### src/include/pest_params.svh
// constants for the ping event sync trigger: register map, field positions,
// reset values and clock figures. definitions only, no logic.
`ifndef PEST_PARAMS_SVH
`define PEST_PARAMS_SVH

// clock and modulator timing
`define PEST_CLK_HZ 200000000
`define PEST_PWM_HZ 20000
`define PEST_DUTY_PCT 50

// register byte offsets
`define PEST_OFS_CTRL 8'h00
`define PEST_OFS_PERIOD 8'h04
`define PEST_OFS_DUTY_A 8'h08
`define PEST_OFS_DUTY_B 8'h0c
`define PEST_OFS_CMPC 8'h10
`define PEST_OFS_PRESC 8'h14
`define PEST_OFS_MATCH 8'h18
`define PEST_OFS_STATUS 8'h1c

// control register fields
`define PEST_CTRL_NODE 0
`define PEST_CTRL_FALL 1
`define PEST_CTRL_EN 2
`define PEST_CTRL_XBAR 3
`define PEST_CTRL_W 4

// status register fields
`define PEST_STAT_BUSY 16
`define PEST_STAT_PCNT_LO 17

// reset values
`define PEST_CTRL_RST 4'h4
`define PEST_PRESC_RST 4'h1
`define PEST_MATCH_RST 16'h0001

`endif

### src/include/pest_pkg.sv
// types shared by the ping event sync trigger design files.
// assumes nothing of its surroundings.
package pest_pkg;

  typedef enum logic [1:0] {
    dly_idle = 2'b01,
    dly_run = 2'b10
  } pest_dly_state_e;

  typedef logic [31:0] pest_word_t;

endpackage

### src/rtl/pest_delay.sv
// node sync delay counter: waits for a start strobe, counts to the match
// value, then gives one sync pulse. assumes start comes from the same clock.
`timescale 1ns/1ps

module pest_delay #(
  parameter int W = 16
) (
  input wire logic clock, // system clock
  input wire logic rst, // synchronous reset, active high
  input wire logic ce, // clock enable, freezes state when low
  input wire logic start, // ping received strobe, already gated
  input wire logic [W-1:0] match, // delay in cycles
  output logic sync_pulse, // one-cycle sync-in pulse
  output logic [W-1:0] count, // running count
  output logic busy // counter is running
);

  generate
    if (W < 2) begin : g_bad_w
      $error("pest_delay: W must be at least 2");
    end
  endgenerate

  pest_pkg::pest_dly_state_e state_r;
  logic [W-1:0] cnt_r;
  logic pulse_r;

  ////////////////////////////////////////////////////////////////////////////
  // state machine and counter

  always_ff @(posedge clock) begin
    if (rst) begin
      state_r <= pest_pkg::dly_idle;
      cnt_r <= '0;
    end else if (ce) begin
      case (state_r)
        pest_pkg::dly_idle: begin
          cnt_r <= '0;
          if (start) begin // see RQ5
            state_r <= pest_pkg::dly_run;
          end
        end
        pest_pkg::dly_run: begin
          // a fresh strobe wins over the match so the newest ping sets timing
          if (start) begin // see RQ11
            cnt_r <= '0;
          end else if (cnt_r == match) begin // see RQ9
            cnt_r <= '0;
            state_r <= pest_pkg::dly_idle;
          end else begin
            cnt_r <= cnt_r + 1'b1;
          end
        end
        default: begin
          state_r <= pest_pkg::dly_idle;
          cnt_r <= '0;
        end
      endcase
    end
  end

  always_ff @(posedge clock) begin
    if (rst) begin
      pulse_r <= 1'b0;
    end else if (ce) begin
      pulse_r <= (state_r == pest_pkg::dly_run) && !start && (cnt_r == match); // see RQ5
    end
  end

  assign sync_pulse = pulse_r;
  assign count = cnt_r;
  assign busy = (state_r == pest_pkg::dly_run);
endmodule // pest_delay

### src/rtl/pest_top.sv
// ping event sync trigger: pwm timebase, lead-side compare trigger with
// prescaler, node-side ping forward and delayed sync-in.
// assumes the ping strobe is already on this clock and one cycle long.
//
// Contract
// RQ1: lead requests ping on prescaled compare-c event
// RQ2: prescaler passes every nth event, n up to 15
// RQ3: compare-c threshold is software programmable
// RQ4: programmable period and duties, default 50% 20 kHz
// RQ5: node fsm waits strobe, counts, emits sync-in
// RQ6: node delay match value is programmable
// RQ7: forward trigger goes direct or via crossbar
// RQ8: received ping forwards at once, independent of delay
// RQ9: delay counter restarts from zero at match
// RQ10: lead trigger edge rising or falling, selectable
// RQ11: single-cycle pulses; new strobe restarts delay
//
// The register addresses and the address-and-strobe port were chosen for this implementation.
`timescale 1ns/1ps
`include "pest_params.svh"

module pest_top #(
  parameter int CW = 16,
  parameter int PW = 4,
  parameter logic [CW-1:0] PERIOD_DEF = CW'(`PEST_CLK_HZ / `PEST_PWM_HZ),
  parameter logic [CW-1:0] DUTY_DEF = CW'(`PEST_CLK_HZ / `PEST_PWM_HZ * `PEST_DUTY_PCT / 100),
  parameter logic [CW-1:0] CMPC_DEF = CW'(`PEST_CLK_HZ / `PEST_PWM_HZ / 4)
) (
  input wire logic clock, // system clock, 200 MHz
  input wire logic rst, // synchronous reset, active high
  input wire logic ce, // clock enable
  input wire logic [7:0] addr, // register byte address
  input wire pest_pkg::pest_word_t wdata, // write data
  input wire logic wr, // write strobe
  input wire logic rd, // read strobe
  output pest_pkg::pest_word_t rdata, // read data, cycle after rd
  input wire logic ping_rx, // ping received strobe from serial receiver
  output logic tx_trigger, // direct external trigger to transmitter
  output logic crossbar_trigger, // trigger routed through pwm crossbar
  output logic sync_in, // sync-in pulse to local modulator
  output logic pwm_output_a, // modulator output a
  output logic pwm_output_b, // modulator output b
  output logic pwm_compare_c_event // compare-c event level
);

  generate
    if (CW < 8 || CW > 32 || PW < 4 || PW > 32) begin : g_bad_par
      $error("pest_top: CW must be 8..32 and PW 4..32");
    end
  endgenerate

  logic [`PEST_CTRL_W-1:0] ctrl_r;
  logic [CW-1:0] period_r, duty_a_r, duty_b_r, cmpc_r, match_r;
  logic [PW-1:0] presc_r, presc_cnt_r;
  logic [CW-1:0] cnt_r;
  logic evt_r, evt_prev_r, lead_fire_r, fwd_r, trig_r, xbar_r;
  logic pa_r, pb_r;
  pest_pkg::pest_word_t rdata_r;
  logic dly_pulse, dly_busy;
  logic [CW-1:0] dly_count;
  logic node, en, edge_hit, presc_wrap, dly_start;

  assign node = ctrl_r[`PEST_CTRL_NODE];
  assign en = ctrl_r[`PEST_CTRL_EN];

  ////////////////////////////////////////////////////////////////////////////
  // register writes

  always_ff @(posedge clock) begin
    if (rst) begin
      ctrl_r <= `PEST_CTRL_RST;
      period_r <= PERIOD_DEF; // see RQ4
      duty_a_r <= DUTY_DEF;
      duty_b_r <= DUTY_DEF;
      cmpc_r <= CMPC_DEF;
      presc_r <= PW'(`PEST_PRESC_RST);
      match_r <= CW'(`PEST_MATCH_RST);
    end else if (ce && wr) begin
      case (addr)
        `PEST_OFS_CTRL: ctrl_r <= wdata[`PEST_CTRL_W-1:0];
        `PEST_OFS_PERIOD: period_r <= wdata[CW-1:0]; // see RQ4
        `PEST_OFS_DUTY_A: duty_a_r <= wdata[CW-1:0]; // see RQ4
        `PEST_OFS_DUTY_B: duty_b_r <= wdata[CW-1:0]; // see RQ4
        `PEST_OFS_CMPC: cmpc_r <= wdata[CW-1:0]; // see RQ3
        `PEST_OFS_PRESC: presc_r <= wdata[PW-1:0]; // see RQ2
        `PEST_OFS_MATCH: match_r <= wdata[CW-1:0]; // see RQ6
        default: ;
      endcase
    end
  end

  ////////////////////////////////////////////////////////////////////////////
  // register reads, data stand one cycle after the strobe only

  always_ff @(posedge clock) begin
    if (rst) begin
      rdata_r <= '0;
    end else if (ce) begin
      rdata_r <= '0;
      if (rd) begin
        case (addr)
          `PEST_OFS_CTRL: rdata_r <= 32'(ctrl_r);
          `PEST_OFS_PERIOD: rdata_r <= 32'(period_r);
          `PEST_OFS_DUTY_A: rdata_r <= 32'(duty_a_r);
          `PEST_OFS_DUTY_B: rdata_r <= 32'(duty_b_r);
          `PEST_OFS_CMPC: rdata_r <= 32'(cmpc_r);
          `PEST_OFS_PRESC: rdata_r <= 32'(presc_r);
          `PEST_OFS_MATCH: rdata_r <= 32'(match_r);
          `PEST_OFS_STATUS: begin
            rdata_r[15:0] <= 16'(cnt_r);
            rdata_r[`PEST_STAT_BUSY] <= dly_busy;
            rdata_r[`PEST_STAT_PCNT_LO +: 4] <= 4'(presc_cnt_r);
          end
          default: rdata_r <= '0;
        endcase
      end
    end
  end

  ////////////////////////////////////////////////////////////////////////////
  // pwm timebase; a sync-in pulse pulls the counter back to zero so the node
  // lines up with the lead's zero event

  always_ff @(posedge clock) begin
    if (rst) begin
      cnt_r <= '0;
    end else if (ce) begin
      if (dly_pulse || cnt_r >= period_r - 1'b1) begin // see RQ4
        cnt_r <= '0;
      end else begin
        cnt_r <= cnt_r + 1'b1;
      end
    end
  end

  always_ff @(posedge clock) begin
    if (rst) begin
      pa_r <= 1'b0;
      pb_r <= 1'b0;
      evt_r <= 1'b0;
      evt_prev_r <= 1'b0;
    end else if (ce) begin
      pa_r <= cnt_r < duty_a_r; // see RQ4
      pb_r <= cnt_r < duty_b_r; // see RQ4
      evt_r <= cnt_r >= cmpc_r; // see RQ3
      evt_prev_r <= evt_r;
    end
  end

  ////////////////////////////////////////////////////////////////////////////
  // lead trigger: edge select and event prescaler; n of zero acts as one

  assign edge_hit = ctrl_r[`PEST_CTRL_FALL] ? (evt_prev_r && !evt_r)
                                            : (!evt_prev_r && evt_r); // see RQ10
  assign presc_wrap = (presc_r == '0) || (presc_cnt_r >= presc_r - 1'b1);

  always_ff @(posedge clock) begin
    if (rst) begin
      presc_cnt_r <= '0;
      lead_fire_r <= 1'b0;
    end else if (ce) begin
      lead_fire_r <= 1'b0;
      if (en && !node && edge_hit) begin
        if (presc_wrap) begin // see RQ2
          presc_cnt_r <= '0;
          lead_fire_r <= 1'b1; // see RQ1
        end else begin
          presc_cnt_r <= presc_cnt_r + 1'b1;
        end
      end
    end
  end

  ////////////////////////////////////////////////////////////////////////////
  // node side: forward at once, start delay on the same strobe

  assign dly_start = en && node && ping_rx;

  always_ff @(posedge clock) begin
    if (rst) begin
      fwd_r <= 1'b0;
    end else if (ce) begin
      fwd_r <= dly_start; // see RQ8
    end
  end

  pest_delay #(.W(CW)) u_delay (
    .clock(clock),
    .rst(rst),
    .ce(ce),
    .start(dly_start),
    .match(match_r),
    .sync_pulse(dly_pulse),
    .count(dly_count),
    .busy(dly_busy)
  );

  // one flop stage on the trigger costs a cycle but keeps outputs clean
  always_ff @(posedge clock) begin
    if (rst) begin
      trig_r <= 1'b0;
      xbar_r <= 1'b0;
    end else if (ce) begin
      trig_r <= (lead_fire_r || fwd_r) && !ctrl_r[`PEST_CTRL_XBAR]; // see RQ7
      xbar_r <= (lead_fire_r || fwd_r) && ctrl_r[`PEST_CTRL_XBAR]; // see RQ7
    end
  end

  assign tx_trigger = trig_r;
  assign crossbar_trigger = xbar_r;
  assign sync_in = dly_pulse;
  assign pwm_output_a = pa_r;
  assign pwm_output_b = pb_r;
  assign pwm_compare_c_event = evt_r;
  assign rdata = rdata_r;
endmodule // pest_top
### config.mk
export PLATFORM = sky130hd
export DESIGN_NAME = pest_top
export DESIGN_NICKNAME = d
export VERILOG_FILES = /design/src/include/pest_pkg.sv /design/src/rtl/pest_delay.sv /design/src/rtl/pest_top.sv
export VERILOG_INCLUDE_DIRS = /design/src /design/src/include
export SDC_FILE = /design/constraint.sdc
export NUM_CORES = 1
export LEC_CHECK = 0
export BUFFER_PORTS_ARGS = -buffer_cell sky130_fd_sc_hd__buf_2
export CAP_MARGIN = 20
export CORE_MARGIN = 5
export CORE_UTILIZATION = 55
export DETAILED_ROUTE_END_ITERATION = 10
export GPL_TIMING_DRIVEN = 0
export PLACE_DENSITY = 0.75
export SYNTH_ARGS = -nofsm -noshare
export SYNTH_HDL_FRONTEND = slang
export SYNTH_SLANG_ARGS = --single-unit
### constraint.sdc
create_clock -name clock -period 3.5 [get_ports clock]
set_input_delay 0.35 -clock clock [delete_from_list [all_inputs] [get_ports clock]]
set_output_delay 0.35 -clock clock [all_outputs]
set_load 0.05 [all_outputs]
=== After elaboration in Yosys (flattened, before gate mapping) ===
Index checks and enable logic that the tools add are counted.

* Word-level logic and storage cells: 88
* Register bits: 167

* Muxes and demuxes: 14
* Add/subtract/negate cells: 5
* Reduce and logical (&&, ||, !) cells: 30
* $lt $le $gt $ge: 5
* Equality and inequality tests: 13

{| class="wikitable"
|+ Operators by type and width
! kind !! number
|-
| one-hot mux 21 bit (8 select lines) || 1
|-
| two-way mux 16 bit || 4
|-
| adder 16 x 1 -> 16 bit (second input constant) || 2
|-
| equality test 8 x 5 -> 1 bit (second input constant) || 4
|-
| >= comparator 16 bit || 2
|-
| < comparator 16 bit || 2
|-
| two-way mux 21 bit || 1
|-
| equality test 16 bit || 1
|-
| equality test 8 x 4 -> 1 bit (second input constant) || 2
|-
| AND reduction 2 bit || 8
|-
| subtractor 16 x 1 -> 16 bit (second input constant) || 1
|-
| logical AND 1 bit || 11
|-
| equality test 8 x 3 -> 1 bit (second input constant) || 1
|-
| zero test 8 bit || 1
|-
| two-way mux 2 bit || 3
|-
| zero test 1 bit || 5
|-
| adder 4 x 1 -> 4 bit (second input constant) || 1
|-
| >= comparator 4 bit || 1
|-
| zero test 4 bit || 1
|-
| two-way mux 4 bit || 1
|-
| != test 2 x 1 -> 1 bit (second input constant) || 2
|-
| one-hot mux 2 bit (2 select lines) || 1
|-
| AND reduction 4 bit || 1
|-
| subtractor 4 x 1 -> 4 bit (second input constant) || 1
|-
| other kinds (5) || 9
|}

=== Logic depth before layout (Yosys ltp) ===
* Depth in word-level cells: 5
* Gate-level depth with buffers: 13

=== Modules after synthesis ===
Synthesis repeated with hierarchy kept, for this count alone.

* Cell total of the unflattened synthesis: 1062
* Area, all modules: 8903.5 um^2

{| class="wikitable"
|+ Modules (own cells, without submodules)
! module !! cells each !! times used !! sequential area each (um^2) !! area an instance (um^2)
|-
| pest_top || 943 || 1 || 2742.6 || 7833.8
|-
| pest_delay || 119 || 1 || 380.4 || 1069.8
|}

=== Worst setup path before layout ===
Ideal clock, no wire load.

* Kind: register to register
* Start point: register period_r[6]
* End point: register cnt_r[10]
* Arrival: 3.017 ns
* Library setup time: 0.128 ns
* Path slack: 0.356 ns
* Clock period less this slack: 3.144 ns
* Cell stages (with the launch flop): 12
* Cells stage by stage: dfxtp_1 -> or4_1 -> or3_1 -> nor4_1 -> xnor2_1 -> ha_1 -> nand4_1 -> nor3_1 -> o21ai_0 -> a31oi_1 -> clkbuf_1 -> nor2_1

* Word-level cells in the longest chain between the ends: 4

{| class="wikitable"
|+ RTL lines
! element !! line !! RTL
|-
| from (decl) || pest_top.sv:53 || <nowiki>logic [CW-1:0] period_r, duty_a_r, duty_b_r, cmpc_r, match_r;</nowiki>
|-
| from (signal assigned) || pest_top.sv:81 || <nowiki>`PEST_OFS_PERIOD: period_r <= wdata[CW-1:0];</nowiki>
|-
| subtractor 16 x 1 -> 16 bit || pest_top.sv:128 || <nowiki>if (dly_pulse || cnt_r >= period_r - 1'b1) begin</nowiki>
|-
| >= comparator 16 bit || pest_top.sv:128 ||
|-
| logical OR 1 bit || pest_top.sv:128 ||
|-
| two-way mux 16 bit || pest_top.sv:128 ||
|-
| to (signal assigned) || pest_top.sv:131 || <nowiki>cnt_r <= cnt_r + 1'b1;</nowiki>
|-
| to (decl) || pest_top.sv:55 || <nowiki>logic [CW-1:0] cnt_r;</nowiki>
|}

Every way passes these cells.
A chain may end at the register's enable or synchronous reset.

=== Final worst setup path ===
Ends and elaborated chain as after synthesis.

==> results.toml <==
[status]
outcome = "finished clean"

[grt]
grt_pass1_vias = 7456
antenna_found_initial = 0
global_route.peak_usage_layer = "met2"
grt.total_usage = 0.305
pin_count_of_the_biggest_net_entering_global_routing = 17
use_met2 = 0.485
routing_usage_on_met3 = 0.0563
groute.layer.met1.usage = 0.409
gr_overflow_total = 0
wire_length_of_the_first_global_routing_pass_mm = 42.7

[clock_network]
clock_transition_time_at_the_flip_flop_clock_pins_of_the_worst_setup_and_hold_paths_ns = 0.07
clock_path_buffers = 2
buffer_type_at_the_clock_tree_root = "clkbuf_16"
holdBufCountCts = 0
cts_buffers = 17
clk-insertion-delay-late_ns = 0.44
clock_net_sink_count = 156
tritoncts = "done"
clock_tree.htree_level_count = 4

[synth]
synth_top_cells_by_area = "dfxtp_1 35%, ha_1 10%, nand2_1 7.0%, mux2i_1 5.1%, a21oi_1 3.9%"
yosys.cell_count.top_type = "nand2_1"
yosys-top-cells-count = "164 x nand2_1, 156 x dfxtp_1, 84 x nor2_1"
synthDistinctLibCells = 62
yosysWarningCount = 0
synth-edff-count = 0
netlist_area_um2 = 8810
synth_seq_area_share = 0.354
postSynthCellCount = 1053
yosys_register_bits = 156
ys_dominant_reg_cell = "dfxtp_1"
synth-async-reset-ratio = 0
postSynthAreaPerCell_um2 = 8.37
yosysTopAreaCellShare = 0.354
synthDominantAreaCellType = "dfxtp_1"

[setup_path]
path_cells = "or4_1 > or3_1 > nor4_2 > xnor2_1 > ha_1 > nand4_1 > nor3_2 > o21ai_0 > a31oi_4 > clkbuf_4 > nor2_1"
worstPathMaxFanout = 10
timing.critical_path.to_type = "register"
crit_buf_inv = 1
critical-path-top-delay-family = "simple AND/OR/NAND/NOR gates"
path_depth = 11
cp.arrival_ns = 3.63
cp.required_ns = 3.83
cp_slowest_cell = "or4_1"
setup.worst_path.start_class = "register"
cpPeakStageDelay_ns = 0.59
timing_worst_setup_path_type = "reg -> reg"
worstRegToRegCells = 11

[drt]
drtPass1Iterations = 8
routed-via-count = 8159
route.detailed.wl_per_inst_um = 20.6
detail_route.drc_violations = 0
postRouteWirelength_mm = 28.2
viasPerCell = 5.97
detailedRoute.firstIterationViolations = 906
ant_nets = 0

[placed_design]
place_worst_setup_slack_ns = -0.633
io_buffers = 55
dpl.hpwl_mm = 22.1
dpl.cell_count = 1334
gp_congestion = 0.971

[finish]
antenna_cells_inserted = 0
layout-drive-gt1-share = 0.125
flow.area_growth_from_synthesis_pct = 13.7
count_of_non_filler_cells_in_the_finished_layout = 1367
final_net_count = 1255

[timing]
tightest_slew_ns = 0.926
rsz0062_at_grt = "no"
maxSlewViolCount = 0
finalCriticalPeriod_ns = 3.30
final_min_period_over_clock_period = 0.943
achievable-frequency_mhz = 303
finalHoldViolations = 0
fin_worst_skew_ns = 0.00531
timing.final.ws_setup_ns = 0.200
finalSetupViolations = 0
final.hold.worst_slack_ns = 0.225
max-slew-margin-rel = 0.383

[floorplan]
fp-row-count = 46
io_pins = 84
die_height_um = 137
die_area_um2 = 18700
floorplan.die.width_um = 137
initial_core_util = 0.557
floorplan.core_area_um2 = 15800

[min_path]
worst_hold_path.num_cells = 3
worstHoldPathType = "in -> reg"

[power]
power.static_leakage_uw = 0.00419
totalPowerFinal_uw = 3890
vdd_drop_max_v = 0.000418
p_per_area_nw_per_um2 = 388

[flow_run]
maxCapViolCount = 0
-- worst register-to-register path, delay by kind of cell, from the launching register on --
family	cells	cell delay, ns
buffers and inverters	1	0.25
AOI/OAI and AO/OA	2	0.48
DFF	1	0.40
and+or+nand+nor	6	1.65
xor gates and xnor gates	1	0.10
adders and majority gates	1	0.31
-- layout make-up --
class | count | area (µm²)
buffer | 62 | 327
clock buffer | 18 | 439
clock inverter | 14 | 136
fill | 1410 | 5800
inverter | 58 | 218
multi-input combinational | 787 | 5230
sequential | 156 | 3120
tap | 216 | 270
timing repair buffer | 56 | 283
-- metal layers --
layer	vias to the layer above	wire [µm]
li1	3861	-
met1	3879	12100
met2	338	12700
met3	81	2290
met4	0	1060
met5	-	0
-- where the power goes --
group / leakage (µW) / total (µW) / switching (µW) / internal (µW)
Combinational: 0.00266 / 284 / 210 / 74.2
Clock: 0.000268 / 1820 / 807 / 1010
Sequential: 0.00126 / 1790 / 10.7 / 1780
-- per-stage QoR --
| stage | instance area (µm²) | TNS [ns] | util |
|---|---|---|---|
| after floorplan | 8850 | 0 | - |
| after global placement | 9400 | -6.54 | 0.594 |
| after detailed placement | 9400 | -7.01 | 0.594 |
| after CTS | 10000 | 0 | 0.632 |
| after global routing | 10000 | 0 | 0.633 |
| final | 10000 | 0 | 0.633 |
-- cell usage in the layout (no fill, tap or decap), types with 17 or more instances in the layout --
cell type,netlist,layout
nand2_1,164,164
dfxtp_1,156,156
nor2_1,84,84
ha_1,71,71
a21oi_1,68,68
buf_2,8,63
inv_1,57,57
mux2i_1,45,45
xnor2_1,38,38
nor3_1,37,36
nand3_1,36,36
o21ai_0,35,35
clkbuf_1,34,33
xor2_1,23,23
nand4_1,22,22
a22oi_1,18,18
clkbuf_16,0,17
-- flip-flops by register name, summed over array words and instances (netlist names) --
register             count
pwm_output_b             1
presc_r                  4
evt_prev_r               1
period_r                16
pwm_compare_c_event      1
duty_a_r                16
presc_cnt_r              4
pwm_output_a             1
u_delay.count           16
ctrl_r                   4
match_r                 16
crossbar_trigger         1
tx_trigger               1
duty_b_r                16
cmpc_r                  16
cnt_r                   16
u_delay.state_r          2
fwd_r                    1
lead_fire_r              1
u_delay.sync_pulse       1
rdata                   21
-- cells by family after synthesis --
kind of cell | count (synthesis) | synth area share
fa+ha+maj | 71 | 0.101
xor+xnor | 61 | 0.0606
flops | 156 | 0.354
compound gates | 191 | 0.141
mux | 58 | 0.0741
other cells | 1 | 0.000425
simple gates | 395 | 0.208
buf+inv | 120 | 0.0613
-- path summary, 6_finish.rpt --
kind / start / to / slack (ns)
max: period_r[6]$_SDFFE_PP0P_ / cnt_r[10]$_SDFFE_PP0P_ / 0.20
min: wdata[12] / cmpc_r[12]$_SDFFE_PP0P_ / 0.23
max reg2reg: period_r[6]$_SDFFE_PP0P_ / cnt_r[10]$_SDFFE_PP0P_ / 0.20
min reg2reg: rdata[15]$_SDFFE_PP0P_ / rdata[15]$_SDFFE_PP0P_ / 0.44
-- what timing repair did --
| item | 4_1_cts | 5_1_grt |
|---|---|---|
| resized for setup | 6 | 2 |
| setup buffers | 1 | 0 |
| endpoints found under the setup margin | 14 | 16 |
| pin swaps | 1 | 0 |
No activity file was read; power rests on OpenSTA's default activity.
